===== src/design/cpp_pkg.sv =====
// constants and types for the copper port power and inline-power detect block
package cpp_pkg;
	localparam int unsigned CLK_HZ = 40_000_000;
	localparam int unsigned MS_PER_S = 1000;
	// register byte offsets
	localparam logic [11:0] OFF_CTRL = 12'h000;
	localparam logic [11:0] OFF_STATUS = 12'h004;
	localparam logic [11:0] OFF_IRQ = 12'h008;
	localparam logic [11:0] OFF_PINEN = 12'h00c;
	// control field positions
	localparam int unsigned CB_ANEG = 0;
	localparam int unsigned CB_PWRDN = 1;
	localparam int unsigned CB_PMEN = 2;
	localparam int unsigned CB_DETEN = 3;
	localparam int unsigned CB_LTO = 4;
	localparam int unsigned CB_SLEEP = 6;
	localparam int unsigned CB_WAKE = 8;
	localparam int unsigned CTRL_W = 10;
	localparam logic [9:0] CTRL_RST = 10'h041;
	// status field positions
	localparam int unsigned SB_DET = 0;
	localparam int unsigned SB_LINK = 2;
	localparam int unsigned SB_PM = 3;
	localparam int unsigned SB_OFF = 5;
	// detection status codes
	localparam logic [1:0] DET_SEARCHING = 2'h0;
	localparam logic [1:0] DET_NEEDS_POWER = 2'h1;
	localparam logic [1:0] DET_NONE = 2'h2;
	// times in ms
	localparam logic [15:0] DETECT_MS = 16'd100;
	localparam logic [15:0] RAND_LOW_MS = 16'd80;
	localparam logic [15:0] RAND_SPAN_MS = 16'd141;
	localparam logic [3:0][15:0] SLEEP_MS = {16'd4000, 16'd3000, 16'd2000, 16'd1000};
	localparam logic [3:0][15:0] WAKE_MS = {16'd2000, 16'd800, 16'd400, 16'd160};
	localparam logic [3:0][15:0] LTO_MS = {16'd4000, 16'd3000, 16'd2000, 16'd1000};
	localparam logic [1:0] WAKE_BURSTS = 2'd3;
	localparam logic [15:0] LFSR_SEED_RST = 16'hace1;
	typedef enum logic [1:0] {DetOff, DetSearch, DetFound, DetAneg} cpp_det_t;
	typedef enum logic [1:0] {PmLow, PmWake, PmNormal} cpp_pm_t;
endpackage


===== src/design/cpp_port.sv =====
// per-port power management and inline-power detect with apb registers
// What this block does
// - detection enable bit starts loopback probing when aneg bit is also set
// - status reads 00 while searching
// - looped-back pulses set status 01
// - detection sets interrupt flag, read clears
// - no loopback within detect time gives 10
// - at 10 start auto-negotiation, report link
// - link failure clears link, resumes detection
// - power-down bit independent of power management
// - power management enabled by its bit anytime
// - cycle low power and wake until energy
// - signal energy enters normal state
// - link loss returns low after timeout
// - reset loads low power state; pm bit resets clear, so normal on first clock
// - forced speed: stay normal once energy seen
// - aneg off in normal: no return low
// - low states keep management and interrupt alive
// - sleep dwell from field, randomized -80/+60 ms
// - wake sends up to three alternating bursts
// - no energy by end of wake: return to low power
`timescale 1ns/1ps
`default_nettype none
module cpp_port
	import cpp_pkg::*;
#(
	parameter int unsigned CYC_PER_MS = cpp_pkg::CLK_HZ / cpp_pkg::MS_PER_S,
	parameter logic [15:0] LFSR_SEED = cpp_pkg::LFSR_SEED_RST
)
(
	input wire logic ref_clk,
	input wire logic srst,
	input wire logic psel,
	input wire logic penable,
	input wire logic pwrite,
	input wire logic [11:0] paddr,
	input wire logic [31:0] pwdata,
	output logic [31:0] prdata,
	output logic pready,
	output logic pslverr,
	input wire logic flpLoopbackIn,
	input wire logic signalEnergyIn,
	input wire logic linkGoodIn,
	output logic flpProbeEn,
	output logic autonegRun,
	output logic flpBurstA,
	output logic flpBurstB,
	output logic majorBlocksOff,
	output logic management_interrupt_pin_o,
	output logic management_interrupt_pin_oe
);
	import cpp_pkg::*;

	logic [2:0] syncA_q;
	logic [2:0] syncB_q;
	logic loopSeen;
	logic energy;
	logic linkGood;
	logic [CTRL_W-1:0] ctrl_q;
	logic pinEn_q;
	logic irq_q;
	logic linkStat_q;
	logic [1:0] detStat_q;
	cpp_det_t det_q;
	cpp_pm_t pm_q;
	logic [31:0] msCnt_q;
	logic msTick;
	logic [15:0] detCnt_q;
	logic [15:0] pmCnt_q;
	logic [15:0] pmLimit_q;
	logic [15:0] gapCnt_q;
	logic [1:0] burstCnt_q;
	logic [15:0] lfsr_q;
	logic [15:0] randOff;
	logic [15:0] sleepDwell;
	logic [15:0] wakeGap;
	logic rdDone;
	logic wrDone;
	logic setup;
	logic [31:0] rdData;
	logic mapped;
	logic anegOn;
	logic pmOn;
	logic detOn;

	assign anegOn = ctrl_q[CB_ANEG];
	assign pmOn = ctrl_q[CB_PMEN];
	assign detOn = ctrl_q[CB_DETEN];

	// cable-side inputs through two flops
	always_ff @(posedge ref_clk)
	begin
		if (srst)
		begin
			syncA_q <= 3'h0;
			syncB_q <= 3'h0;
		end
		else
		begin
			syncA_q <= {linkGoodIn, signalEnergyIn, flpLoopbackIn};
			syncB_q <= syncA_q;
		end
	end
	assign loopSeen = syncB_q[0];
	assign energy = syncB_q[1];
	assign linkGood = syncB_q[2];

	// apb slave, one wait state
	assign setup = psel && penable && !pready;
	assign rdDone = psel && penable && pready && !pwrite;
	assign wrDone = psel && penable && pready && pwrite;
	always_comb
	begin
		rdData = 32'h0;
		mapped = 1'b1;
		case (paddr)
			OFF_CTRL: rdData[CTRL_W-1:0] = ctrl_q;
			OFF_STATUS:
			begin
				rdData[SB_DET+:2] = detStat_q;
				rdData[SB_LINK] = linkStat_q;
				rdData[SB_PM+:2] = pm_q;
				rdData[SB_OFF] = majorBlocksOff;
			end
			OFF_IRQ: rdData[0] = irq_q;
			OFF_PINEN: rdData[0] = pinEn_q;
			default: mapped = 1'b0;
		endcase
	end

	always_ff @(posedge ref_clk)
	begin
		if (srst)
		begin
			pready <= 1'b0;
			pslverr <= 1'b0;
			prdata <= 32'h0;
		end
		else
		begin
			pready <= setup;
			pslverr <= setup && !mapped;
			if (setup && !pwrite)
				prdata <= rdData;
		end
	end

	// control registers, writable anytime
	always_ff @(posedge ref_clk)
	begin
		if (srst)
		begin
			ctrl_q <= CTRL_RST;
			pinEn_q <= 1'b0;
		end
		else if (wrDone)
		begin
			if (paddr == OFF_CTRL)
				ctrl_q <= pwdata[CTRL_W-1:0];
			if (paddr == OFF_PINEN)
				pinEn_q <= pwdata[0];
		end
	end

	// detection flag, set wins over read clear
	always_ff @(posedge ref_clk)
	begin
		if (srst)
			irq_q <= 1'b0;
		else if (det_q == DetSearch && loopSeen)
			irq_q <= 1'b1;
		else if (rdDone && paddr == OFF_IRQ && prdata[0])
			irq_q <= 1'b0;
	end

	// open-drain active-low interrupt, alive in every power state
	always_ff @(posedge ref_clk)
	begin
		if (srst)
		begin
			management_interrupt_pin_o <= 1'b0;
			management_interrupt_pin_oe <= 1'b0;
		end
		else
		begin
			management_interrupt_pin_o <= 1'b0;
			management_interrupt_pin_oe <= irq_q && pinEn_q;
		end
	end

	// millisecond tick
	always_ff @(posedge ref_clk)
	begin
		if (srst || msTick)
			msCnt_q <= 32'h0;
		else
			msCnt_q <= msCnt_q + 32'h1;
	end
	assign msTick = (msCnt_q == 32'(CYC_PER_MS - 1));

	// free-running random source
	always_ff @(posedge ref_clk)
	begin
		if (srst)
			lfsr_q <= LFSR_SEED;
		else
			lfsr_q <= {lfsr_q[14:0], lfsr_q[15] ^ lfsr_q[13] ^ lfsr_q[12] ^ lfsr_q[10]};
	end
	assign randOff = {8'h0, lfsr_q[7:0]} % RAND_SPAN_MS;
	assign sleepDwell = SLEEP_MS[ctrl_q[CB_SLEEP+:2]] + randOff - RAND_LOW_MS;
	assign wakeGap = WAKE_MS[ctrl_q[CB_WAKE+:2]] / 16'(WAKE_BURSTS);

	// inline-power detection sequence
	always_ff @(posedge ref_clk)
	begin
		if (srst)
		begin
			det_q <= DetOff;
			detStat_q <= DET_SEARCHING;
			detCnt_q <= 16'h0;
		end
		else
		begin
			case (det_q)
				DetOff:
				begin
					detCnt_q <= 16'h0;
					if (detOn)
					begin
						det_q <= DetSearch;
						detStat_q <= DET_SEARCHING;
					end
				end
				DetSearch:
				begin
					if (!detOn)
						det_q <= DetOff;
					else if (loopSeen)
					begin
						det_q <= DetFound;
						detStat_q <= DET_NEEDS_POWER;
					end
					else if (msTick && detCnt_q == DETECT_MS - 16'h1)
					begin
						det_q <= DetAneg;
						detStat_q <= DET_NONE;
					end
					else if (msTick)
						detCnt_q <= detCnt_q + 16'h1;
				end
				DetFound:
				begin
					// partner being powered; hand over to negotiation at timeout
					if (!detOn)
						det_q <= DetOff;
					else if (msTick && detCnt_q >= DETECT_MS - 16'h1)
					begin
						det_q <= DetAneg;
						detStat_q <= DET_NONE;
					end
					else if (msTick)
						detCnt_q <= detCnt_q + 16'h1;
				end
				DetAneg:
				begin
					detCnt_q <= 16'h0;
					if (!detOn)
						det_q <= DetOff;
					else if (linkStat_q && !linkGood)
					begin
						det_q <= DetSearch;
						detStat_q <= DET_SEARCHING;
					end
				end
				default: det_q <= DetOff;
			endcase
		end
	end

	// link status and negotiation control
	always_ff @(posedge ref_clk)
	begin
		if (srst)
		begin
			linkStat_q <= 1'b0;
			autonegRun <= 1'b0;
			flpProbeEn <= 1'b0;
		end
		else
		begin
			flpProbeEn <= det_q == DetSearch && detOn && anegOn;
			if (detOn)
			begin
				autonegRun <= det_q == DetAneg && anegOn;
				linkStat_q <= det_q == DetAneg && linkGood;
			end
			else
			begin
				autonegRun <= anegOn;
				linkStat_q <= linkGood;
			end
		end
	end

	// power management state machine
	always_ff @(posedge ref_clk)
	begin
		if (srst)
		begin
			pm_q <= PmLow;
			pmCnt_q <= 16'h0;
			pmLimit_q <= SLEEP_MS[CTRL_RST[CB_SLEEP+:2]];
			gapCnt_q <= 16'h0;
			burstCnt_q <= 2'h0;
			flpBurstA <= 1'b0;
			flpBurstB <= 1'b0;
		end
		else
		begin
			flpBurstA <= 1'b0;
			flpBurstB <= 1'b0;
			if (!pmOn)
			begin
				pm_q <= PmNormal;
				pmCnt_q <= 16'h0;
			end
			else
			begin
				case (pm_q)
					PmLow:
					begin
						if (energy)
						begin
							pm_q <= PmNormal;
							pmCnt_q <= 16'h0;
						end
						else if (msTick && pmCnt_q >= pmLimit_q)
						begin
							pm_q <= PmWake;
							pmCnt_q <= 16'h0;
							gapCnt_q <= 16'h0;
							burstCnt_q <= 2'h1;
							flpBurstA <= 1'b1;
						end
						else if (msTick)
							pmCnt_q <= pmCnt_q + 16'h1;
					end
					PmWake:
					begin
						if (energy)
						begin
							pm_q <= PmNormal;
							pmCnt_q <= 16'h0;
						end
						else if (msTick && pmCnt_q >= WAKE_MS[ctrl_q[CB_WAKE+:2]] - 16'h1)
						begin
							pm_q <= PmLow;
							pmCnt_q <= 16'h0;
							pmLimit_q <= sleepDwell;
						end
						else if (msTick)
						begin
							pmCnt_q <= pmCnt_q + 16'h1;
							if (gapCnt_q >= wakeGap - 16'h1 && burstCnt_q < WAKE_BURSTS)
							begin
								gapCnt_q <= 16'h0;
								burstCnt_q <= burstCnt_q + 2'h1;
								flpBurstA <= !burstCnt_q[0];
								flpBurstB <= burstCnt_q[0];
							end
							else
								gapCnt_q <= gapCnt_q + 16'h1;
						end
					end
					PmNormal:
					begin
						if (!anegOn || linkStat_q)
							pmCnt_q <= 16'h0;
						else if (msTick && pmCnt_q >= LTO_MS[ctrl_q[CB_LTO+:2]] - 16'h1)
						begin
							pm_q <= PmLow;
							pmCnt_q <= 16'h0;
							pmLimit_q <= sleepDwell;
						end
						else if (msTick)
							pmCnt_q <= pmCnt_q + 16'h1;
					end
					default: pm_q <= PmLow;
				endcase
			end
		end
	end

	// power-down bit and low states gate major blocks
	always_ff @(posedge ref_clk)
	begin
		if (srst)
			majorBlocksOff <= 1'b1;
		else
			majorBlocksOff <= ctrl_q[CB_PWRDN] || (pmOn && pm_q != PmNormal);
	end
endmodule
`default_nettype wire


===== config.mk =====
export PLATFORM = sky130hd
export DESIGN_NAME = cpp_port
export DESIGN_NICKNAME = d
export VERILOG_FILES = /design/src/design/cpp_pkg.sv /design/src/design/cpp_port.sv
export SDC_FILE = /design/constraint.sdc
export NUM_CORES = 1
export LEC_CHECK = 0
export ABC_AREA = 1
export BUFFER_PORTS_ARGS = -buffer_cell sky130_fd_sc_hd__buf_2
export CAP_MARGIN = 5
export CORE_ASPECT_RATIO = 0.6
export CORE_MARGIN = 3
export CORE_UTILIZATION = 50
export DETAILED_ROUTE_END_ITERATION = 10
export PLACE_DENSITY = 0.72
export SYNTH_ARGS = -nofsm -noshare
export SYNTH_HDL_FRONTEND = slang
export SYNTH_SLANG_ARGS = --single-unit

===== constraint.sdc =====
create_clock -name ref_clk -period 5.3 [get_ports ref_clk]
set_input_delay 0.795 -clock ref_clk [delete_from_list [all_inputs] [get_ports ref_clk]]
set_output_delay 0.795 -clock ref_clk [all_outputs]
set_load 0.1 [all_outputs]

==> results.yml, run 1 <==
floorplan:
  dieWidth_um: 190.7
  core_sq_um: 19570
  die_y_um: 116.8
  initial_core_util_pct: 52.32
  placementRows: 39
  fp.dieArea_sq_um: 22290
  design.portCount: 93
synth:
  syn_avg_cell_area_sq_um: 7.081
  synth.yosys.warnings: 0
  mappedNetlistArea_sq_um: 10240
  synthesis.instances: 1446
  yosysSeqAreaShare_pct: 30.70
  flops_latches_synth: 157
  post_synth_num_cell_types: 60
clocking:
  hold_buffers: 0
  cts.reportedPaths.clkPinSlew_ns: 0.07
  tritoncts_num_sinks: 157
  numCtsBuffers: 17
  htreeDepth: 4
  worstSkewPairLatency_ns: 0.44
  clock_path_buffers: 2
  cts_root_buffer: "sky130_fd_sc_hd__clkbuf_16"
  cts_tree: "built"
route:
  dr_total_vias: 9645
  first_pass_iters: 5
  drt-initial-drc-count: 717
  post_drt_wl_per_cell_um: 14.06
  postRouteWirelength_um: 25810
  post-route-drc-count: 0
  drtAntennaViolNets: 0
  routed_via_density: 5.253
layout:
  n_antenna_cell: 0
  final_nets: 1713
  layout_cell_share_with_drive_strength_beyond_1_pct: 16.18
  syn2layout_area_growth_pct: 17.68
power:
  p_int_w: 0.001951
  power_per_cell_area_nw_per_um2: 235.4
  power_frac_seq_pct: 43.2
  power.combinational.fraction_pct: 16.0
  p_switching_w: 0.0008856
  power.share.clock_pct: 40.8
  static_leakage_power_nw: 5.518
  worst_ir_drop_on_vdd_v: 0.0002200
  power.switching_fraction_pct: 31.22
worst_hold_path:
  hold_path_end: "lfsr_q[12]$_SDFF_PP0_"
  hp-class: "reg2reg"
  holdPathStages: 2
  holdCritStartpoint: "lfsr_q[11]$_SDFF_PP1_"
sta:
  min_cycle_time_layout_ns: 5.204
  final.setup.tns_ns: 0
  final_hold_viol_count: 0
  timing.fmax_ghz: 0.1922
  worst_clock_skew_ns: 0.01241
  worstMarginPinSlew_ns: 1.172
  fin_crit_sh_pct: 98.19
  slew_violations: 0
  layout_setup_ws_ns: 0.09603
  grt_setup_unrepaired: "yes"
  timing.slew.headroom_pct: 21.58
  hold_slack_ns: 0.3988
  final-setup-viol-count: 0
place:
  placement_setup_slack_ns: -0.2588
  buffer_ports.inserted: 47
  dpl.hpwl_um: 19060
  gp_congestion: 0.8666
grt:
  grt_max_degree: 48
  globalRoute.totalOverflow: 0
  grt_pass1_wl_um: 41210
  antenna_found_initial: 0
  grt_pass1_vias: 8422
  gr-usage-all-layers_pct: 22.71
flow_run:
  drv_cap: 0
critical_path:
  critPathCaptureType: "flip-flop"
  crit_path_start: "ctrl_q[9]$_SDFFE_PP0P_"
  r2r-start: "ctrl_q[9]$_SDFFE_PP0P_"
  r2r_end: "gapCnt_q[10]$_SDFFE_PP0P_"
  crit_required_ns: 5.60
  crit_fanout: 7
  crit_slowest_cell: "sky130_fd_sc_hd__dfxtp_4"
  worstSetupPathType: "reg2reg"
  worst_r2r_path_cells: 42
  worst_ep_arrival_time_ns: 5.51
  crit_path_max_incr_delay_ns: 0.37
  worst_setup_path_start_kind: "flip-flop"
  reg2reg_slack_ns: 0.1
run_status:
  outcome: "finished clean"
==> power groups by stage <==
stage,combinational (W),sequential [W],clock [W]
6_report,0.000454,0.00123,0.00116
5_1_grt,0.000502,0.00123,0.00123
4_1_cts,0.000438,0.00123,0.00118
3_5_place_dp,0.000427,0.00125,0
3_3_place_gp,0.000424,0.00125,0
2_1_floorplan,0.000323,0.00128,0
==> per-layer routing <==
metal | up-vias | global-route usage [%] | part of all wire (%)
met5 | - | 0 | 0
met4 | 0 | 4.641 | 1.0
met3 | 27 | 5.208 | 6.7
met2 | 272 | 31.24 | 39
met1 | 4397 | 35.63 | 53
li1 | 4949 | - | -
==> cell usage in the layout, fill, tap and decap left out, drive strengths merged, types with 3 or more instances in the layout <==
cell type	synthesis	routed
a211oi	10	10
conb	2	34
nand3	89	89
buf	31	107
dfxtp	157	157
o21bai	3	3
o221ai	6	6
nand2	215	215
clkbuf	17	20
nor2	163	163
o211ai	13	13
o21ai	102	102
a31oi	3	3
ha	103	103
clkinv	2	7
xor2	31	31
nor4	13	13
a21oi	109	109
nand4	37	37
inv	237	242
clkinvlp	0	3
nand3b	3	3
nor3	53	53
xnor2	6	6
or2	19	19
==> critical path: cells and delay by family, from the launching register on <==
family / cells / cell delay [ns]
adders and majority gates: 5 / 1.02
buffers and inverters: 6 / 0.48
xor gates and xnor gates: 1 / 0.15
AOI/OAI and AO/OA: 3 / 0.58
DFF: 1 / 0.37
and+or+nand+nor: 27 / 2.44
==> state kept, by name, indices dropped and copies added, names as in the netlist, 3 cells and up <==
| register | count |
|---|---|
| pmCnt_q | 16 |
| syncA_q | 3 |
| gapCnt_q | 16 |
| lfsr_q | 16 |
| syncB_q | 3 |
| ctrl_q | 10 |
| msCnt_q | 32 |
| prdata | 10 |
| pmLimit_q | 16 |
| detCnt_q | 16 |
==> logic make-up after synthesis <==
kind of cell	after synthesis	share of synthesized area [%]
buffers and inverters	287	11.55
and+or+nand+nor	597	27.31
adders and majority gates	104	12.78
AOI/OAI and AO/OA	262	14.42
xor gates and xnor gates	37	3.165
DFF	157	30.70
other	2	0.07335
==> timing repair <==
action,4_1_cts,5_1_grt
setup buffers,1,9
resized for setup,16,67
pin swaps,6,41
cloned,1,0
endpoints found under the setup margin,20,20
==> cells in the mapped netlist, drive strengths merged <==
cell     count  area, sq um
o211ai      13        97.59
ha         103         1289
o22ai        1        6.260
or4          1        7.510
buf         31        219.0
nand2      215        882.1
nand4       37        231.5
nor2       163        678.1
o221a        1        11.26
inv        237        892.1
o31ai        1        7.510
a21boi       1        7.510
nand3       89        470.5
o211a        1        10.01
a221oi       1        8.760
a211oi      10        75.07
nor3b        2        15.01
xor2        31        271.5
and3         1        6.260
a311oi       1        8.760
and2         1        6.260
a31o         1        8.760
o2111ai      2        17.52
a21o         2        15.01
clkbuf      17        63.81
nor4        13        87.58
o221ai       6        52.55
clkinv       2        7.510
a31oi        3        18.77
a21oi      109        560.5
o21a         2        15.01
dfxtp      157         3143
nor3        53        270.3
o21bai       3        22.52
o21ai      102        514.3
xnor2        6        52.55
fa           1        20.02
a221o        1        10.01
a2111oi      1        8.760
or2         19        118.9
conb         2        7.510
nand3b       3        22.52
==> through the flow <==
stage / total power (W) / instances / utilization [%] / cell area, sq um
3_3_place_gp: 0.001676 / 1793 / 56.33 / 11020
5_1_grt: 0.002962 / 1836 / 61.58 / 12050
2_1_floorplan: 0.001606 / 1478 / - / 10360
3_5_place_dp: 0.001680 / 1793 / 56.33 / 11020
4_1_cts: 0.002843 / 1827 / 59.81 / 11700
6_report: 0.002837 / 1836 / 61.58 / 12050
==> area by class of cell <==
| type | instances | area [sq um] |
|---|---|---|
| Tap cell | 266 | 332.8 |
| Fill cell | 1744 | 7518 |
| Multi-Input combinational cell | 1034 | 6362 |
| Clock inverter | 13 | 107.6 |
| Clock buffer | 19 | 442.9 |
| Timing Repair Buffer | 108 | 745.7 |
| Inverter | 239 | 909.6 |
| Sequential cell | 157 | 3148 |
==> worst max path at each step <==
stage                                           end  slack, ns  cells after the start
after global placement    gapCnt_q[10]$_SDFFE_PP0P_      -0.08                     39
final                     gapCnt_q[10]$_SDFFE_PP0P_        0.1                     42
after floorplan           gapCnt_q[15]$_SDFFE_PP0P_       0.04                     42
after detailed placement  gapCnt_q[10]$_SDFFE_PP0P_      -0.26                     39
after CTS                  gapCnt_q[5]$_SDFFE_PP0P_      0.006                     42
after global routing      gapCnt_q[12]$_SDFFE_PP0P_      -0.21                     39
No activity file was read; power rests on OpenSTA's default activity.
==> run 2, diff against run 1 <==
RECOVER_POWER = 100   (was default)
==> results.yml, run 2 (synthesis results as in run 1) <==
place:
  dp.cells: 1793
  placement_setup_slack_ns: -0.2588
  gp_congestion: 0.8666
  dpl.hpwl_um: 19060
  buffer_ports.inserted: 47
sta:
  final_hold_viol_count: 0
  fin_crit_sh_pct: 98.16
  slew_violations: 0
  worstMarginPinSlew_ns: 1.235
  min_cycle_time_layout_ns: 5.202
  layout_setup_ws_ns: 0.09758
  timing.fmax_ghz: 0.1922
  worst_clock_skew_ns: 0.01231
  hold_slack_ns: 0.3984
  timing.slew.headroom_pct: 18.04
  final-setup-viol-count: 0
  grt_setup_unrepaired: "yes"
floorplan:
  dieWidth_um: 190.7
  initial_core_util_pct: 52.32
  placementRows: 39
  fp.dieArea_sq_um: 22290
  die_y_um: 116.8
  core_sq_um: 19570
  design.portCount: 93
power:
  power.switching_fraction_pct: 31.22
  p_int_w: 0.001949
  power_per_cell_area_nw_per_um2: 236.0
  static_leakage_power_nw: 5.431
  power.share.clock_pct: 40.8
  worst_ir_drop_on_vdd_v: 0.0002204
  power.combinational.fraction_pct: 15.9
  p_switching_w: 0.0008847
  power_frac_seq_pct: 43.3
layout:
  layout.cells.most_common: "sky130_fd_sc_hd__inv_1"
  most_flop_heavy_register: "msCnt_q"
  layoutNonFillerInstCount: 1836
  most-common-layout-cells: "sky130_fd_sc_hd__inv_1, sky130_fd_sc_hd__nand2_1, sky130_fd_sc_hd__dfxtp_1"
  n_antenna_cell: 0
  post-route-util_pct: 61.37
  layout.filler_cells: 1762
  syn2layout_area_growth_pct: 17.28
  layout_cell_share_with_drive_strength_beyond_1_pct: 14.71
  largest_register_ffs: 32
  final_nets: 1713
critical_path:
  r2r-start: "ctrl_q[9]$_SDFFE_PP0P_"
  worst_setup_path_start_kind: "flip-flop"
  critical_path.n_buffers_inverters: 6
  r2r_end: "gapCnt_q[10]$_SDFFE_PP0P_"
  cpLargestDelayFamily: "simple AND/OR/NAND/NOR gates"
  crit_path_max_incr_delay_ns: 0.37
  critPathCaptureType: "flip-flop"
  crit_fanout: 7
  reg2reg_slack_ns: 0.1
  worst_r2r_path_cells: 42
  worstSetupPathType: "reg2reg"
  crit_required_ns: 5.60
  crit_slowest_cell: "sky130_fd_sc_hd__dfxtp_4"
  worst_ep_arrival_time_ns: 5.51
route:
  drt-initial-drc-count: 726
  postRouteWirelength_um: 25700
  post_drt_wl_per_cell_um: 14.00
  dr_total_vias: 9641
  drtAntennaViolNets: 0
  post-route-drc-count: 0
  routed_via_density: 5.251
  first_pass_iters: 5
grt:
  gr-usage-all-layers_pct: 22.71
  grt_max_degree: 48
  antenna_found_initial: 0
  grt_pass1_vias: 8422
  globalRoute.totalOverflow: 0
  grt_pass1_wl_um: 41210
worst_hold_path:
  holdPathStages: 2
  holdCritStartpoint: "lfsr_q[11]$_SDFF_PP1_"
  hold_path_end: "lfsr_q[12]$_SDFF_PP0_"
  hp-class: "reg2reg"
clocking:
  cts.reportedPaths.clkPinSlew_ns: 0.07
  hold_buffers: 0
  cts_root_buffer: "sky130_fd_sc_hd__clkbuf_16"
  htreeDepth: 4
  clock_path_buffers: 2
  cts_tree: "built"
  numCtsBuffers: 17
  tritoncts_num_sinks: 157
  worstSkewPairLatency_ns: 0.44
run_status:
  outcome: "finished clean"
flow_run:
  drv_cap: 0
## run 2: what timing repair did
action	CTS	global route
pin swaps	6	41
buffers inserted	1	9
gates resized for setup	16	67
cloned	1	0
endpoints found under the setup margin	20	20
## run 2: cell type report
cell class / instances / area, sq um / area share, %
clock buffer: 19 / 442.9 / 3.689
tap: 266 / 332.8 / 2.772
multi-input combinational: 1034 / 6356 / 52.93
sequential: 157 / 3148 / 26.22
clock inverter: 13 / 107.6 / 0.8961
inverter: 239 / 909.6 / 7.575
timing repair buffer: 108 / 710.7 / 5.919
## run 2: metrics by stage
| step | total power, W | area, sq um | TNS (ns) |
|---|---|---|---|
| 2_1_floorplan | 0.001606 | 10360 | 0 |
| 3_3_place_gp | 0.001676 | 11020 | -0.6523 |
| 3_5_place_dp | 0.001680 | 11020 | -3.528 |
| 4_1_cts | 0.002843 | 11700 | 0 |
| 5_1_grt | 0.002959 | 12010 | -3.424 |
| 6_report | 0.002834 | 12010 | 0 |
## run 2: per-layer routing
metal	wire length (um)	GRT usage, %
met4	249	4.641
met1	13770	35.63
met5	0	0
met2	10010	31.24
met3	1680	5.208
## run 2: power groups by stage
stage | Combinational [W] | Sequential (W) | Clock (W)
final | 0.000450 | 0.00123 | 0.00116
after global routing | 0.000499 | 0.00123 | 0.00123
after CTS | 0.000438 | 0.00123 | 0.00118
after detailed placement | 0.000427 | 0.00125 | 0
after global placement | 0.000424 | 0.00125 | 0
after floorplan | 0.000323 | 0.00128 | 0
## run 2: worst max path at each step
stage                            from  cells past startpoint  slack [ns]                         to
3_5_place_dp   ctrl_q[9]$_SDFFE_PP0P_                     39       -0.26  gapCnt_q[10]$_SDFFE_PP0P_
2_1_floorplan  ctrl_q[8]$_SDFFE_PP0P_                     42        0.04  gapCnt_q[15]$_SDFFE_PP0P_
5_1_grt        ctrl_q[9]$_SDFFE_PP0P_                     39       -0.21  gapCnt_q[12]$_SDFFE_PP0P_
6_report       ctrl_q[9]$_SDFFE_PP0P_                     42         0.1  gapCnt_q[10]$_SDFFE_PP0P_
3_3_place_gp   ctrl_q[9]$_SDFFE_PP0P_                     39       -0.08  gapCnt_q[10]$_SDFFE_PP0P_
4_1_cts        ctrl_q[9]$_SDFFE_PP0P_                     42       0.006   gapCnt_q[5]$_SDFFE_PP0P_
## run 2: tightest hold or removal path: stages (launching register included)
cell                      delay (ns)
sky130_fd_sc_hd__dfxtp_1        0.30
sky130_fd_sc_hd__inv_1          0.04
sky130_fd_sc_hd__nor2_1         0.03
==> run 3, diff against run 2 <==
CELL_PAD_IN_SITES_DETAIL_PLACEMENT = 1   (was default)
CELL_PAD_IN_SITES_GLOBAL_PLACEMENT = 1   (was default)
CORE_UTILIZATION = 40   (was 50)
PLACE_DENSITY = 0.78   (was 0.72)
==> results.yml, run 3 (synthesis results as in run 1) <==
run_status:
  outcome: "finished clean"
power:
  power_per_cell_area_nw_per_um2: 242.4
  worst_ir_drop_on_vdd_v: 0.0001631
  static_leakage_power_nw: 5.486
floorplan:
  design.portCount: 93
  initial_core_util_pct: 41.51
  die_y_um: 129.9
  core_sq_um: 24660
  placementRows: 44
  fp.dieArea_sq_um: 27610
  dieWidth_um: 212.5
clocking:
  cts.reportedPaths.clkPinSlew_ns: 0.07
  tritoncts_num_sinks: 157
  cts_tree: "built"
  clock_path_buffers: 2
  cts_root_buffer: "sky130_fd_sc_hd__clkbuf_16"
  worstSkewPairLatency_ns: 0.45
  numCtsBuffers: 17
  htreeDepth: 4
route:
  routed_via_density: 5.241
  drt-initial-drc-count: 453
  first_pass_iters: 5
  post-route-drc-count: 0
  post_drt_wl_per_cell_um: 16.58
  postRouteWirelength_um: 31380
  drtAntennaViolNets: 0
  dr_total_vias: 9922
critical_path:
  critPathCaptureType: "flip-flop"
  cp_common_cell: "sky130_fd_sc_hd__nand2_4"
  crit_path_max_incr_delay_ns: 0.35
  reg2reg_slack_ns: 0.16
  critical_path.n_buffers_inverters: 5
  worst_ep_arrival_time_ns: 5.48
  worst_r2r_path_cells: 42
  crit_slowest_cell: "sky130_fd_sc_hd__dfxtp_2"
  r2r-start: "ctrl_q[8]$_SDFFE_PP0P_"
  worstSetupPathType: "reg2reg"
  r2r_end: "gapCnt_q[7]$_SDFFE_PP0P_"
  worst_setup_path_start_kind: "flip-flop"
  crit_fanout: 7
  cpLargestDelayFamily: "simple AND/OR/NAND/NOR gates"
  crit_required_ns: 5.63
sta:
  slew_violations: 0
  layout_setup_ws_ns: 0.1555
  fin_crit_sh_pct: 97.07
  min_cycle_time_layout_ns: 5.145
  timing.slew.headroom_pct: 17.63
  hold_slack_ns: 0.4065
  worst_clock_skew_ns: 0.01911
  timing.fmax_ghz: 0.1944
  grt_setup_unrepaired: "yes"
  final-setup-viol-count: 0
  final_hold_viol_count: 0
  worstMarginPinSlew_ns: 1.241
worst_hold_path:
  holdPathStages: 2
  hp-class: "reg2reg"
  hold_path_end: "syncB_q[0]$_SDFF_PP0_"
  holdCritStartpoint: "syncA_q[0]$_SDFF_PP0_"
layout:
  most_flop_heavy_register: "msCnt_q"
  layout.cells.most_common: "sky130_fd_sc_hd__inv_1"
  layout_cell_share_with_drive_strength_beyond_1_pct: 14.77
  n_antenna_cell: 0
  syn2layout_area_growth_pct: 18.84
  final_nets: 1714
  largest_register_ffs: 32
  most-common-layout-cells: "sky130_fd_sc_hd__inv_1, sky130_fd_sc_hd__nand2_1, sky130_fd_sc_hd__dfxtp_1"
  layout.filler_cells: 3187
grt:
  grt_pass1_vias: 10040
  grt_max_degree: 48
  globalRoute.totalOverflow: 0
  grt_pass1_wl_um: 50880
  antenna_found_initial: 0
  gr-usage-all-layers_pct: 22.90
place:
  placement_setup_slack_ns: -0.2469
  gp_congestion: 0.8432
  dpl.hpwl_um: 22700
  buffer_ports.inserted: 47
flow_run:
  drv_cap: 0
==> run 3: changes by cell type in the layout (fill, tap and decap cells not counted), sizes merged <==
| cell | before | now |
|---|---|---|
| bufinv | 0 | 2 |
| clkinvlp | 3 | 1 |
| inv | 242 | 244 |
| buf | 85 | 86 |
| clkbuf | 42 | 41 |
| clkinv | 7 | 6 |
==> run 3: area by class of cell <==
type / instances / area (sq um) / share of cell area, %
sequential: 157 / 3148 / 25.87
tap: 322 / 402.9 / 3.311
multi-input combinational: 1034 / 6399 / 52.59
timing repair buffer: 109 / 710.7 / 5.841
clock inverter: 14 / 156.4 / 1.285
inverter: 239 / 912.1 / 7.496
clock buffer: 18 / 439.2 / 3.609
==> run 3: worst reg2reg max path: cells and delay by family, from the launching register on <==
| family | cells | cell delay [ns] |
|---|---|---|
| AOI/OAI and AO/OA | 2 | 0.42 |
| xor gates and xnor gates | 1 | 0.15 |
| adders and majority gates | 4 | 0.95 |
| buffers and inverters | 5 | 0.52 |
| DFF | 1 | 0.35 |
| and+or+nand+nor | 30 | 2.65 |
==> run 3: per-layer routing <==
layer | global-route usage (%) | share of wire [%] | up-vias | wire, um
met3 | 4.757 | 4.3 | 33 | 1355
met5 | 0 | 0 | - | 0
met4 | 5.705 | 1.1 | 0 | 347
li1 | - | - | 4947 | -
met1 | 33.61 | 52 | 4750 | 16390
met2 | 34.29 | 42 | 192 | 13290
==> run 3: how the worst max path moves through the flow <==
stage	to	cells after the start	startpoint	slack, ns
floorplan	gapCnt_q[15]$_SDFFE_PP0P_	42	ctrl_q[8]$_SDFFE_PP0P_	0.04
global placement	gapCnt_q[10]$_SDFFE_PP0P_	40	ctrl_q[8]$_SDFFE_PP0P_	0.09
detailed placement	burstCnt_q[1]$_SDFFE_PP0P_	40	ctrl_q[8]$_SDFFE_PP0P_	-0.25
CTS	gapCnt_q[8]$_SDFFE_PP0P_	47	ctrl_q[8]$_SDFFE_PP0P_	0.006
global route	gapCnt_q[4]$_SDFFE_PP0P_	40	ctrl_q[8]$_SDFFE_PP0P_	-0.13
finish	gapCnt_q[7]$_SDFFE_PP0P_	42	ctrl_q[8]$_SDFFE_PP0P_	0.16
==> run 3: power by group <==
group	leakage, nW	total (W)	switching [W]	internal [W]
Combinational	3.91	0.000460	0.000340	0.000120
Sequential	1.28	0.00123	0.0000195	0.00121
Clock	0.297	0.00126	0.000546	0.000717
Total	5.49	0.00295	0.000905	0.00204
==> run 3: timing repair <==
item,CTS,global route
gates resized for setup,30,60
hold buffers,0,0
buffers inserted,12,15
gates cloned,1,0
pin swaps,15,34
setup endpoints to repair,20,20
==> run 3: stage by stage <==
stage | area [sq um] | power, W | cells | utilization [%] | TNS [ns]
after floorplan | 10360 | 0.001606 | 1478 | - | 0
after global placement | 11010 | 0.001682 | 1837 | 44.66 | 0
after detailed placement | 11010 | 0.001695 | 1837 | 44.66 | -3.404
after CTS | 11870 | 0.002973 | 1882 | 48.11 | 0
after global routing | 12170 | 0.003095 | 1893 | 49.34 | -1.949
final | 12170 | 0.002949 | 1893 | 49.34 | 0
